## src/verilog/link_cfg_pkg.sv

```systemverilog
// constants, field layouts and reset images of the tuning / product-data
// register group; shared by the register bank and the eeprom sequencer
package link_cfg_pkg;
  localparam int BYTE_W = 8;
  localparam int BE_W   = 4;
  localparam int EE_AW  = 9;
  localparam int IDX_W  = 12;
  // configuration offsets
  localparam logic [7:0] OFF_TUNE0 = 8'hCC;
  localparam logic [7:0] OFF_TUNE1 = 8'hD0;
  localparam logic [7:0] OFF_TUNE2 = 8'hD4;
  localparam logic [7:0] OFF_VPD   = 8'hD8;
  localparam logic [7:0] OFF_VDATA = 8'hDC;
  localparam logic [7:0] OFF_IDX   = 8'hE0;
  localparam logic [7:0] OFF_WIN   = 8'hE4;
  // reset images and writable masks
  localparam logic [31:0] TUNE0_RST = 32'h0400_1060;
  localparam logic [31:0] TUNE1_RST = 32'h0400_0800;
  localparam logic [31:0] TUNE2_RST = 32'h0099_8254;
  localparam logic [31:0] ALL_MASK  = 32'hFFFF_FFFF;
  localparam logic [31:0] TUNE2_MSK = 32'h00FF_FFFF;
  localparam logic [31:0] VPD_MSK   = 32'h80FC_0000;
  localparam logic [31:0] IDX_MSK   = 32'h0000_0FFF;
  localparam logic [31:0] ZERO_WORD = 32'h0000_0000;
  // capability chain and eeprom displacement
  localparam logic [7:0]  CAP_ID     = 8'h03;
  localparam logic [7:0]  NEXT_PTR   = 8'hF0;
  localparam logic [7:0]  MSI_CAP_ID = 8'h05;
  localparam logic [EE_AW-1:0] EE_BASE = 9'h040;
  localparam logic [1:0]  LAST_BYTE  = 2'h3;
  typedef struct packed {
    logic [15:0] l1_entry_timer;
    logic        compliance_parity;
    logic [1:0]  nfts_sel;
    logic [4:0]  ts1_count;
    logic [2:0]  lane_negotiate_tries;
    logic        debug_sel;
    logic        goto_config;
    logic        crosslink_en;
    logic        loopback_en;
    logic        hot_reset_en;
  } tune0_type;
  typedef struct packed {
    logic [15:0] l1_lifetime;
    logic [15:0] l0s_lifetime;
  } tune1_type;
  typedef struct packed {
    logic [7:0]  rsvd;
    logic        pd_wait_en;
    logic [6:0]  l1_exit_lat;
    logic        polarity_invert;
    logic [6:0]  l0s_exit_lat;
    logic [7:0]  clock_recovery_time;
  } tune2_type;
  typedef struct packed {
    logic        op_flag;
    logic [6:0]  rsvd_hi;
    logic [5:0]  addr;
    logic [1:0]  rsvd_lo;
    logic [7:0]  next_ptr;
    logic [7:0]  cap_id;
  } vpd_ctl_type;
  typedef struct packed {
    logic [19:0] rsvd;
    logic [3:0]  ext_num;
    logic [7:0]  reg_num;
  } idx_type;
endpackage

```

## src/verilog/vpd_if.sv

```systemverilog
// request / completion carrier between register bank and eeprom sequencer
// assumes both ends share sys_clk
`timescale 1ns/100ps
`default_nettype none
interface vpd_if;
  logic        start;
  logic        write;
  logic [5:0]  addr;
  logic [31:0] wdata;
  logic [31:0] rdata;
  logic        done;
  logic        busy;
  modport ctl (output start, write, addr, wdata,
               input  rdata, done, busy);
  modport seq (input  start, write, addr, wdata,
               output rdata, done, busy);
endinterface
`default_nettype wire

```

## src/verilog/vpd_eeprom_seq.sv

```systemverilog
// eeprom sequencer: one product-data word as four byte cycles
// assumes an eeprom byte port with level request held until ack
`timescale 1ns/100ps
`default_nettype none
module vpd_eeprom_seq
  import link_cfg_pkg::*;
(
  // clock, reset, enable
  input  wire logic             sys_clk,
  input  wire logic             rst,
  input  wire logic             ce,
  // register bank side
  vpd_if.seq                    vp,
  // eeprom byte port
  output var  logic             ee_req,
  output var  logic             ee_we,
  output var  logic [EE_AW-1:0] ee_addr,
  output var  logic [7:0]       ee_wdata,
  input  wire logic             ee_ack,
  input  wire logic [7:0]       ee_rdata
);
  typedef enum logic [3:0] {
    S_IDLE = 4'b0001,
    S_REQ  = 4'b0010,
    S_WAIT = 4'b0100,
    S_DONE = 4'b1000
  } seq_state_type;

  seq_state_type    state_q;
  logic [1:0]       byte_q;
  logic [EE_AW-1:0] base_q;
  logic             we_q;
  logic [7:0]       word_q [BE_W];

  genvar gi;
  generate
    for (gi = 0; gi < BE_W; gi++) begin : g_lane
      assign vp.rdata[gi*BYTE_W +: BYTE_W] = word_q[gi];
    end
  endgenerate
  assign vp.busy  = (state_q != S_IDLE);
  assign vp.done  = (state_q == S_DONE);
  assign ee_we    = we_q;

  always_ff @(posedge sys_clk) begin
    if (rst) begin
      state_q  <= S_IDLE;
      byte_q   <= 2'h0;
      base_q   <= EE_BASE;
      we_q     <= 1'b0;
      ee_req   <= 1'b0;
      ee_addr  <= EE_BASE;
      ee_wdata <= 8'h00;
      for (int i = 0; i < BE_W; i++) word_q[i] <= 8'h00;
    end else if (ce) begin
      case (state_q)
        S_IDLE: begin
          if (vp.start) begin
            base_q   <= EE_BASE + {1'b0, vp.addr, 2'b00};
            ee_addr  <= EE_BASE + {1'b0, vp.addr, 2'b00};
            we_q     <= vp.write;
            byte_q   <= 2'h0;
            ee_req   <= 1'b1;
            ee_wdata <= vp.wdata[BYTE_W-1:0];
            for (int i = 0; i < BE_W; i++)
              word_q[i] <= vp.wdata[i*BYTE_W +: BYTE_W];
            state_q  <= S_WAIT;
          end
        end
        S_REQ: begin
          ee_req   <= 1'b1;
          ee_addr  <= base_q + {7'h00, byte_q};
          ee_wdata <= word_q[byte_q];
          state_q  <= S_WAIT;
        end
        S_WAIT: begin
          if (ee_ack) begin
            ee_req <= 1'b0;
            if (!we_q) word_q[byte_q] <= ee_rdata;
            byte_q  <= byte_q + 2'h1;
            state_q <= (byte_q == LAST_BYTE) ? S_DONE : S_REQ;
          end
        end
        S_DONE:  state_q <= S_IDLE;
        default: state_q <= S_IDLE;
      endcase
    end
  end

  property p_ee_base;
    @(posedge sys_clk) disable iff (rst)
      (ce && vp.start && state_q == S_IDLE) |=>
        ee_req && ee_addr == EE_BASE + {1'b0, $past(vp.addr), 2'b00};
  endproperty
  a_ee_base: assert property (p_ee_base)
    else $error("eeprom address not displaced from product-data address");

  property p_four_bytes;
    @(posedge sys_clk) disable iff (rst)
      (state_q == S_WAIT && ee_ack && ce && byte_q == LAST_BYTE) |=>
        vp.done ##1 !vp.busy;
  endproperty
  a_four_bytes: assert property (p_four_bytes)
    else $error("word did not complete after fourth byte");
endmodule
`default_nettype wire

```

## src/verilog/link_tuning_vpd_cfg_access.sv

```systemverilog
// register bank: link tuning, product-data capability, indirect window
// assumes one configuration request outstanding at a time and an
// internal register port that acks each forwarded access once
//
// Overview of operation
// - writing flag zero reads the eeprom word; flag rises when done
// - writing flag one writes the eeprom word; flag falls when done
// - eeprom location is the product-data address plus 40h
// - data register low byte is the addressed byte; byte enables work
// - window access goes to internal register at 12-bit index
// - capability header reads identifier 03h and next pointer F0h
// - clock recovery time counts fast training sets; resets 54h
// - power-down wait bit resets to one, forcing fixed wait
// - writable 16-bit L1 entry timer default, resets 0400h
// - writable 3-bit lane negotiation attempt count, resets 3h
// - software-direct bit steers training into Configuration
// - hot reset, loopback and crosslink enables reset to zero
// - writable compliance pattern parity bit, resets zero
// - writable 7-bit L0s and L1 exit latencies, reset 2h and 19h
// - writable 2-bit fast training count select, resets 0h
// - next pointer F0h is not decoded here; reads of F0h return zero
`timescale 1ns/100ps
`default_nettype none
module link_tuning_vpd_cfg_access
  import link_cfg_pkg::*;
(
  // clock, reset, enable
  input  wire logic             sys_clk,
  input  wire logic             rst,
  input  wire logic             ce,
  // configuration access
  input  wire logic             cfg_req,
  input  wire logic             cfg_we,
  input  wire logic [7:0]       cfg_addr,
  input  wire logic [BE_W-1:0]  cfg_be,
  input  wire logic [31:0]      cfg_wdata,
  output var  logic             cfg_ack,
  output var  logic [31:0]      cfg_rdata,
  // internal configuration register port
  output var  logic             ext_req,
  output var  logic             ext_we,
  output var  logic [IDX_W-1:0] ext_index,
  output var  logic [BE_W-1:0]  ext_be,
  output var  logic [31:0]      ext_wdata,
  input  wire logic             ext_ack,
  input  wire logic [31:0]      ext_rdata,
  // eeprom byte port
  output var  logic             ee_req,
  output var  logic             ee_we,
  output var  logic [EE_AW-1:0] ee_addr,
  output var  logic [7:0]       ee_wdata,
  input  wire logic             ee_ack,
  input  wire logic [7:0]       ee_rdata,
  // training state machine controls
  output var  logic             hot_reset_en,
  output var  logic             loopback_en,
  output var  logic             crosslink_en,
  output var  logic             goto_config,
  output var  logic             debug_sel,
  output var  logic [2:0]       lane_negotiate_tries,
  output var  logic [4:0]       ts1_count,
  output var  logic [1:0]       nfts_sel,
  output var  logic             compliance_parity,
  output var  logic [15:0]      l1_entry_timer,
  // low-power timers and physical tuning
  output var  logic [15:0]      l0s_lifetime,
  output var  logic [15:0]      l1_lifetime,
  output var  logic [7:0]       clock_recovery_time,
  output var  logic [6:0]       l0s_exit_lat,
  output var  logic             receive_lane_pair_invert,
  output var  logic [6:0]       l1_exit_lat,
  output var  logic             pd_wait_en
);
  tune0_type   tune0_q;
  tune1_type   tune1_q;
  tune2_type   tune2_q;
  logic [5:0]  vpd_addr_q;
  logic        vpd_flag_q;
  logic [31:0] vpd_data_q;
  idx_type     idx_q;
  logic        win_busy_q;
  vpd_ctl_type ctl_img;
  vpd_ctl_type wr_img;
  logic [31:0] rd_word;
  logic        take;
  logic        wr;
  logic        vpd_start;

  vpd_if vp ();

  vpd_eeprom_seq u_seq (
    .sys_clk  (sys_clk),
    .rst      (rst),
    .ce       (ce),
    .vp       (vp),
    .ee_req   (ee_req),
    .ee_we    (ee_we),
    .ee_addr  (ee_addr),
    .ee_wdata (ee_wdata),
    .ee_ack   (ee_ack),
    .ee_rdata (ee_rdata)
  );

  // byte-enabled merge of a write into a register image
  function automatic logic [31:0] merge(input logic [31:0] old_v,
                                        input logic [31:0] new_v,
                                        input logic [BE_W-1:0] be,
                                        input logic [31:0] wmask);
    logic [31:0] m;
    m = ZERO_WORD;
    for (int i = 0; i < BE_W; i++)
      m[i*BYTE_W +: BYTE_W] = {BYTE_W{be[i]}};
    m = m & wmask;
    return (old_v & ~m) | (new_v & m);
  endfunction

  // register write strobe for one offset
  function automatic logic hit(input logic [7:0] off);
    return wr && (cfg_addr == off);
  endfunction

  assign take = cfg_req && !win_busy_q;
  assign wr   = take && cfg_we;

  // flag write ignored while a cycle runs
  assign vpd_start = hit(OFF_VPD) && cfg_be[3] && !vp.busy;
  assign vp.start  = vpd_start;
  assign wr_img    = vpd_ctl_type'(cfg_wdata);
  assign vp.write  = wr_img.op_flag;
  assign vp.addr   = cfg_be[2] ? wr_img.addr : vpd_addr_q;
  assign vp.wdata  = vpd_data_q;

  assign hot_reset_en         = tune0_q.hot_reset_en;
  assign loopback_en          = tune0_q.loopback_en;
  assign crosslink_en         = tune0_q.crosslink_en;
  assign goto_config          = tune0_q.goto_config;
  assign debug_sel            = tune0_q.debug_sel;
  assign lane_negotiate_tries = tune0_q.lane_negotiate_tries;
  assign ts1_count            = tune0_q.ts1_count;
  assign nfts_sel             = tune0_q.nfts_sel;
  assign compliance_parity    = tune0_q.compliance_parity;
  assign l1_entry_timer       = tune0_q.l1_entry_timer;
  assign l0s_lifetime         = tune1_q.l0s_lifetime;
  assign l1_lifetime          = tune1_q.l1_lifetime;
  assign clock_recovery_time  = tune2_q.clock_recovery_time;
  assign l0s_exit_lat         = tune2_q.l0s_exit_lat;
  assign receive_lane_pair_invert = tune2_q.polarity_invert;
  assign l1_exit_lat          = tune2_q.l1_exit_lat;
  assign pd_wait_en           = tune2_q.pd_wait_en;

  // tuning registers
  always_ff @(posedge sys_clk) begin
    if (rst) begin
      tune0_q <= tune0_type'(TUNE0_RST);
      tune1_q <= tune1_type'(TUNE1_RST);
      tune2_q <= tune2_type'(TUNE2_RST);
    end else if (ce) begin
      if (hit(OFF_TUNE0))
        tune0_q <= tune0_type'(merge(tune0_q, cfg_wdata, cfg_be,
                                     ALL_MASK));
      if (hit(OFF_TUNE1))
        tune1_q <= tune1_type'(merge(tune1_q, cfg_wdata, cfg_be,
                                     ALL_MASK));
      if (hit(OFF_TUNE2))
        tune2_q <= tune2_type'(merge(tune2_q, cfg_wdata, cfg_be,
                                     TUNE2_MSK));
    end
  end

  // product-data address and operation flag
  always_ff @(posedge sys_clk) begin
    if (rst) begin
      vpd_addr_q <= 6'h00;
      vpd_flag_q <= 1'b0;
    end else if (ce) begin
      if (hit(OFF_VPD) && cfg_be[2] && !vp.busy)
        vpd_addr_q <= vp.addr;
      if (vp.done)
        vpd_flag_q <= !vpd_flag_q;
      else if (vpd_start)
        vpd_flag_q <= vp.write;
    end
  end

  // product-data word
  always_ff @(posedge sys_clk) begin
    if (rst) begin
      vpd_data_q <= ZERO_WORD;
    end else if (ce) begin
      if (vp.done && !vpd_flag_q)
        vpd_data_q <= vp.rdata;
      else if (hit(OFF_VDATA))
        vpd_data_q <= merge(vpd_data_q, cfg_wdata, cfg_be, ALL_MASK);
    end
  end

  // indirect index
  always_ff @(posedge sys_clk) begin
    if (rst)
      idx_q <= idx_type'(ZERO_WORD);
    else if (ce && hit(OFF_IDX))
      idx_q <= idx_type'(merge(idx_q, cfg_wdata, cfg_be, IDX_MSK));
  end

  // next pointer leads to message interrupts
  always_comb begin
    ctl_img          = vpd_ctl_type'(ZERO_WORD);
    ctl_img.cap_id   = CAP_ID;
    ctl_img.next_ptr = NEXT_PTR;
    ctl_img.addr     = vpd_addr_q;
    ctl_img.op_flag  = vpd_flag_q;
  end

  always_comb begin
    case (cfg_addr)
      OFF_TUNE0: rd_word = tune0_q;
      OFF_TUNE1: rd_word = tune1_q;
      OFF_TUNE2: rd_word = tune2_q;
      OFF_VPD:   rd_word = ctl_img;
      OFF_VDATA: rd_word = vpd_data_q;
      OFF_IDX:   rd_word = idx_q;
      default:   rd_word = ZERO_WORD;
    endcase
  end

  // indirect window forwarding
  always_ff @(posedge sys_clk) begin
    if (rst) begin
      ext_req    <= 1'b0;
      ext_we     <= 1'b0;
      ext_index  <= 12'h000;
      ext_be     <= 4'h0;
      ext_wdata  <= ZERO_WORD;
      win_busy_q <= 1'b0;
    end else if (ce) begin
      ext_req <= 1'b0;
      if (take && cfg_addr == OFF_WIN) begin
        ext_req    <= 1'b1;
        ext_we     <= cfg_we;
        ext_index  <= {idx_q.ext_num, idx_q.reg_num};
        ext_be     <= cfg_be;
        ext_wdata  <= cfg_wdata;
        win_busy_q <= 1'b1;
      end else if (win_busy_q && ext_ack) begin
        win_busy_q <= 1'b0;
      end
    end
  end

  // completion to the configuration requester
  always_ff @(posedge sys_clk) begin
    if (rst) begin
      cfg_ack   <= 1'b0;
      cfg_rdata <= ZERO_WORD;
    end else if (ce) begin
      cfg_ack <= 1'b0;
      if (take && cfg_addr != OFF_WIN) begin
        cfg_ack   <= 1'b1;
        cfg_rdata <= cfg_we ? ZERO_WORD : rd_word;
      end else if (win_busy_q && ext_ack) begin
        cfg_ack   <= 1'b1;
        cfg_rdata <= ext_we ? ZERO_WORD : ext_rdata;
      end
    end
  end

  property p_read_flag;
    @(posedge sys_clk) disable iff (rst)
      (ce && vpd_start && !cfg_wdata[31]) |=>
        !vpd_flag_q throughout (vp.busy [*2]);
  endproperty
  a_read_flag: assert property (p_read_flag)
    else $error("flag not held low during eeprom read");

  property p_read_done;
    @(posedge sys_clk) disable iff (rst)
      (ce && vp.done && !vpd_flag_q) |=> vpd_flag_q && !vp.busy;
  endproperty
  a_read_done: assert property (p_read_done)
    else $error("flag not set after eeprom read");

  property p_write_done;
    @(posedge sys_clk) disable iff (rst)
      (ce && vp.done && vpd_flag_q) |=> !vpd_flag_q;
  endproperty
  a_write_done: assert property (p_write_done)
    else $error("flag not cleared after eeprom write");

  property p_window;
    @(posedge sys_clk) disable iff (rst)
      (ce && take && cfg_addr == OFF_WIN) |=>
        ext_req && ext_index == {$past(idx_q.ext_num),
                                 $past(idx_q.reg_num)};
  endproperty
  a_window: assert property (p_window)
    else $error("window access not forwarded to indexed register");

  property p_cap_hdr;
    @(posedge sys_clk) disable iff (rst)
      (ce && take && !cfg_we && cfg_addr == OFF_VPD) |=>
        cfg_ack && cfg_rdata[15:0] == {NEXT_PTR, CAP_ID};
  endproperty
  a_cap_hdr: assert property (p_cap_hdr)
    else $error("capability header mismatch");

  property p_rst_tune2;
    @(posedge sys_clk) $past(rst) |->
      tune2_q.pd_wait_en && tune2_q.clock_recovery_time == 8'h54;
  endproperty
  a_rst_tune2: assert property (p_rst_tune2)
    else $error("tuning 2 reset value wrong");

  property p_rst_tune0;
    @(posedge sys_clk) $past(rst) |->
      tune0_q.lane_negotiate_tries == 3'h3 && !goto_config &&
      !hot_reset_en && !loopback_en && !crosslink_en;
  endproperty
  a_rst_tune0: assert property (p_rst_tune0)
    else $error("tuning 0 reset value wrong");

  property p_steer;
    @(posedge sys_clk) disable iff (rst)
      (ce && hit(OFF_TUNE0) && cfg_be[0]) |=>
        goto_config == $past(cfg_wdata[3]);
  endproperty
  a_steer: assert property (p_steer)
    else $error("software-direct bit did not follow write");

  property p_rst_life;
    @(posedge sys_clk) $past(rst) |->
      l0s_lifetime == 16'h0800 && l1_lifetime == 16'h0400 &&
      l1_entry_timer == 16'h0400;
  endproperty
  a_rst_life: assert property (p_rst_life)
    else $error("lifetime reset value wrong");

  property p_rst_lat;
    @(posedge sys_clk) $past(rst) |->
      l0s_exit_lat == 7'h02 && l1_exit_lat == 7'h19 &&
      nfts_sel == 2'h0 && !compliance_parity;
  endproperty
  a_rst_lat: assert property (p_rst_lat)
    else $error("latency reset value wrong");
endmodule
`default_nettype wire

```

## config.mk

```make
export PLATFORM = sky130hd
export DESIGN_NAME = link_tuning_vpd_cfg_access
export DESIGN_NICKNAME = d
export VERILOG_FILES = /design/src/verilog/link_cfg_pkg.sv /design/src/verilog/vpd_if.sv /design/src/verilog/vpd_eeprom_seq.sv /design/src/verilog/link_tuning_vpd_cfg_access.sv
export SDC_FILE = /design/constraint.sdc
export NUM_CORES = 1
export LEC_CHECK = 0
export BUFFER_PORTS_ARGS = -buffer_cell sky130_fd_sc_hd__buf_2
export CAP_MARGIN = 20
export CORE_AREA = 2 2 153 185
export DETAILED_ROUTE_END_ITERATION = 10
export DIE_AREA = 0 0 155 187
export GPL_ROUTABILITY_DRIVEN = 1
export PLACE_DENSITY = 0.74
export SETUP_SLACK_MARGIN = 0.1
export SYNTH_ARGS = -nofsm -noshare
export SYNTH_HDL_FRONTEND = slang
export SYNTH_SLANG_ARGS = --single-unit
```

## constraint.sdc

```tcl
create_clock -name sys_clk -period 2.22 [get_ports sys_clk]
set_input_delay 0.111 -clock sys_clk [delete_from_list [all_inputs] [get_ports sys_clk]]
set_output_delay 0.111 -clock sys_clk [all_outputs]
set_load 0.01 [all_outputs]
```

Yosys cells after proc, flatten, opt, wreduce, memory -nomap -nowiden
Memory sizes are Yosys's and may differ from the RTL's. A register that Yosys moved wholly into a read port is not among the register bits.
Index checks and enable logic that the tools add are counted.
{"block": "word_totals", "reg_bits": 285, "mem_bits_rw": 32, "in_bits": 91, "output_inout_bits": 190, "n_memories": 1}
{"block": "op_classes", "n_addsub": 3, "n_eq_ne": 16, "muxes": 51, "bitwise_logic": 20, "n_reduce_logical": 42}
{"name": "u_seq.word_q", "depth": 4, "word_bits": 8, "read_ports": 5, "rd_ports_with_merged_regs": 1, "write_ports": 4, "line": "vpd_eeprom_seq.sv:33", "text": "logic [7:0] word_q [BE_W];"}
{"operator": "bitwise AND 32 bit", "count": 6}
{"operator": "two-way mux 32 bit", "count": 6}
{"operator": "one-hot mux 32 bit (6 select lines)", "count": 1}
{"operator": "OR 32 bit", "count": 5}
{"operator": "equality test 8 bit (second input constant)", "count": 7}
{"operator": "two-way mux 8 bit", "count": 6}
{"operator": "bitwise AND 32 x 12 -> 32 bit", "count": 1}
{"operator": "bitwise AND 32 x 24 -> 32 bit", "count": 1}
{"operator": "NOT 12 -> 32 bit", "count": 1}
{"operator": "NOT 24 -> 32 bit", "count": 1}
{"operator": "NOT 32 bit", "count": 1}
{"operator": "two-way mux 1 bit", "count": 23}
{"operator": "one-hot mux 9 bit (2 select lines)", "count": 1}
{"operator": "AND reduction 2 bit", "count": 9}
{"operator": "logical AND 1 bit", "count": 17}
{"operator": "one-hot mux 8 bit (2 select lines)", "count": 1}
{"operator": "two-way mux 4 bit", "count": 3}
{"operator": "one-hot mux 4 bit (3 select lines)", "count": 1}
{"operator": "nonzero test 2 bit", "count": 6}
{"operator": "two-way mux 2 bit", "count": 5}
{"operator": "adder 7 x 8 -> 9 bit (first input constant)", "count": 1}
{"operator": "adder 9 x 2 -> 9 bit", "count": 1}
{"operator": "two-way mux 9 bit", "count": 1}
{"operator": "AND reduction 3 bit", "count": 3}
{"operator": "other kinds (18)", "count": 24}

Depth between registers and ports, before layout
{"block": "logic_depth", "depth_word": 13, "ltp_mapped": 8, "depth_no_buf": 5}

Hierarchy
A second synthesis with hierarchy kept.
{"block": "hier_totals", "hier_cells": 1439, "hier_area_um2": 12787.3}
{"module": "link_tuning_vpd_cfg_access", "n_inst": 1, "cells_each": 1192, "area_per_inst_um2": 9686.8, "seq_area_each_um2": 4464.3}
{"module": "vpd_eeprom_seq", "n_inst": 1, "cells_each": 247, "area_per_inst_um2": 3100.5, "seq_area_each_um2": 1641.6}

Worst setup path before layout
No wires, ideal clock.
{"block": "synth_timing", "path_type": "register -> register", "start": "register u_seq.state_q[1]", "end": "memory u_seq.word_q[0][0], enable pin", "arrival_ns": 1.878, "t_required_ns": 1.892, "path_slack_ns": 0.013, "stages_incl_launch_ff": 7, "n_path_buf": 2, "cell_sequence": "dfxtp_1 buf_2 or4b_1 nor4_2 and2_1 buf_2 or3_1"}
{"element": "start, declared", "line": "vpd_eeprom_seq.sv:29", "text": "seq_state_type state_q;"}
{"element": "start signal, assigned", "line": "vpd_eeprom_seq.sv:81", "text": "state_q <= (byte_q == LAST_BYTE) ? S_DONE : S_REQ;"}
{"element": "end, declared", "line": "vpd_eeprom_seq.sv:33"}

==> results_dict.tcl <==
set metrics [dict create \
    endpoint_kind "flop" \
    worstPathRequired_ps 2620 \
    vias 12600 \
    dp_hpwl_um 34500 \
    synth_top_area_frac 0.400 \
    nets 1813 \
    skew_ps 21.5 \
    gp_congestion 0.946 \
    cts.clk_slew.worst_paths_ps 60 \
    gr-total-overflow 0 \
    holdPathStages 3 \
    cts.sinks 289 \
    vdd_ir_drop_max_v 0.000606 \
    async_flop_share 0 \
    die_area_mm2 0.0290 \
    place_inst 1951 \
    clk_root_buffer_cell "clkbuf_16" \
    slew_viol_final 0 \
    crit_path_start_kind "flop" \
    clock.fmax_mhz 489 \
    synth_cells 1382 \
    multi_input_area_mm2 0.00620 \
    synth.distinct_cells 63 \
    grt_usage 0.324 \
    cts.path.max_buffers 3 \
    cts_tree "yes" \
    period_needed_ps 2050 \
    ctsHtreeMaxLevel 1 \
    crit_arrival_ps 2440 \
    synthTopCellsByArea "dfxtp_1 (40%), edfxtp_1 (7.5%), mux2i_1 (6.9%)" \
    grt_pass1_wl_um 73100 \
    ys_seq_elements 289 \
    worst_pin_slew_ps 944 \
    rsz0062_at_grt "no" \
    antenna_found_initial 3 \
    die_w_um 155 \
    power.share.combinational 0.075 \
    drc_errors 0 \
    drt-initial-drc-count 1365 \
    leakagePower_nw 7.04 \
    avgSynthCellArea_um2 9.32 \
    tns_ps 0 \
    synth_area_mm2 0.0129 \
    clock_latency_ps 560 \
    p_seq_frac 0.486 \
    hp-class "in2reg" \
    drt-pass1-iter-count 6 \
    portBuffers 280 \
    cts_made_buffers 29 \
    power_frac_clock 0.439 \
    r2r_slack_ps 170 \
    drive_gt1_frac 0.259 \
    synth_nets 1478 \
    synth_edf_count 32 \
    start_util 0.470 \
    stdcell_count 2085 \
    seq_area_frac_synth 0.474 \
    ant_nets 0 \
    setup_viol 0 \
    holdWs_ps 84.0 \
    hold_viol_final 0 \
    rr_worst_depth 5 \
    grt_pass1_vias 12200 \
    wl_per_cell_um 23.1 \
    vias_per_cell 6.06 \
    netSwitchingFraction 0.237 \
    p_sw_mw 2.62 \
    ioPinCount 281 \
    p_per_area_mw_per_mm2 666 \
    drv_cap 0 \
    path_max_fanout 8 \
    max_slew_margin 0.370 \
    die_h_um 187 \
    wl_um 48100 \
    nFillCells 2318 \
    areaGrowthSynthToFinish_pct 28.9 \
    p_int_mw 8.44 \
    ys_warn_count 0 \
    grt_max_degree 111 \
    synth_largest_area_cell "dfxtp_1" \
    num_rows 67 \
    core_mm2 0.0274 \
    synthFlopType "dfxtp_1" \
    status "completed" \
    seqCellArea_mm2 0.00611 \
    criticalPathCategory "reg2reg" \
    period_share 0.922 \
]
## final timing paths
| check | startpoint | endpoint |
|---|---|---|
| setup / recovery | win_busy_q$_SDFFE_PP0P_ | flop |
| hold / removal | cfg_be[2] | ext_be[2]$_SDFFE_PP0P_ |
| setup reg to reg | win_busy_q$_SDFFE_PP0P_ | flop |
| hold reg to reg | ext_index[11]$_SDFFE_PP0P_ | ext_index[11]$_SDFFE_PP0P_ |
## per-stage QoR
step           total power [mW]  cell area, um^2  worst slack [ps]   util
4_1_cts                    11.0            16600               115  0.604
6_report                   11.1            16600               173  0.606
2_1_floorplan              5.82            12900               127      -
5_1_grt                    11.4            16600              99.4  0.606
3_5_place_dp               6.18            14800              87.8  0.541
3_3_place_gp               6.17            14800               147  0.541
## cells in the final DEF (no fill, tap or decap), types with 11 or more instances in the layout
| master | synthesis | layout |
|---|---|---|
| nor3_1 | 26 | 26 |
| a211oi_1 | 29 | 29 |
| buf_4 | 2 | 52 |
| edfxtp_1 | 32 | 32 |
| o21ai_0 | 63 | 63 |
| mux4_2 | 14 | 14 |
| o2bb2ai_1 | 12 | 12 |
| mux2i_1 | 89 | 89 |
| nand3_1 | 24 | 22 |
| nand2_1 | 159 | 159 |
| clkbuf_1 | 65 | 11 |
| buf_2 | 45 | 279 |
| clkbuf_16 | 0 | 29 |
| dfxtp_1 | 257 | 255 |
| inv_1 | 36 | 36 |
| nand3b_1 | 33 | 33 |
| nor2_1 | 147 | 147 |
| a22oi_1 | 24 | 24 |
| a22o_1 | 39 | 39 |
| a221oi_1 | 43 | 42 |
| dlygate4sd3_1 | 0 | 79 |
| a21oi_1 | 96 | 95 |
## synth_stat cells, drive strengths merged (7+ instances only)
| cell type | instances |
|---|---|
| inv | 37 |
| clkbuf | 65 |
| nand3b | 33 |
| mux2 | 19 |
| nand2 | 160 |
| or3 | 10 |
| a22oi | 24 |
| o22ai | 10 |
| a211oi | 29 |
| dfxtp | 257 |
| a32o | 9 |
| nand2b | 7 |
| nor2 | 149 |
| nor2b | 8 |
| and2 | 8 |
| o2bb2ai | 12 |
| a22o | 39 |
| nor3 | 26 |
| edfxtp | 32 |
| a21oi | 96 |
| a221oi | 50 |
| o21ai | 77 |
| mux2i | 89 |
| buf | 52 |
| nand3 | 26 |
| mux4 | 14 |
## power by group through the flow
stage,combinational [mW],sequential (mW),clock (mW)
6_report,0.829,5.37,4.85
5_1_grt,0.871,5.37,5.11
4_1_cts,0.804,5.37,4.87
3_5_place_dp,0.695,5.49,0
3_3_place_gp,0.689,5.48,0
2_1_floorplan,0.329,5.49,0
## final cells by class
class / instances / area share
Antenna cell: 1 / 0.000151
Clock buffer: 44 / 0.0495
Multi-Input combinational cell: 939 / 0.374
Clock inverter: 9 / 0.00618
Timing Repair Buffer: 421 / 0.168
Inverter: 37 / 0.00837
Tap cell: 345 / 0.0260
Sequential cell: 289 / 0.368
## metal layers
layer | part of all wire | global-route usage
met5 | 0.00031 | 0
met4 | 0.059 | 0.172
met3 | 0.088 | 0.0533
met2 | 0.46 | 0.528
met1 | 0.39 | 0.413
## logic make-up (layout without fill, tap and decap cells)
group	count (synthesis)	count (layout)	share of synthesized area
multiplexers	122	122	0.110
other	0	1	0
adder cells (fa/ha/maj)	5	5	0.00486
buffers and inverters	154	511	0.0499
XOR/XNOR	1	1	0.000680
AND/OR/NAND/NOR	449	449	0.166
flip-flops	289	289	0.474
AO/OA/AOI/OAI	362	362	0.194
## worst max-delay path, cell delays in order, from the launching register on
cell     delay [ps]
dfxtp_1         350
and4b_2         430
nand2_1         130
or3_1           640
mux2i_1         260
nand2_1          70
## repair_timing
item	4_1_cts	5_1_grt
hold buffers	79	0
setup endpoints to repair	0	108
endpoints found under the hold margin	214	0
gates resized for setup	0	9
buffers inserted	0	1
No activity file was read; power rests on OpenSTA's default activity.
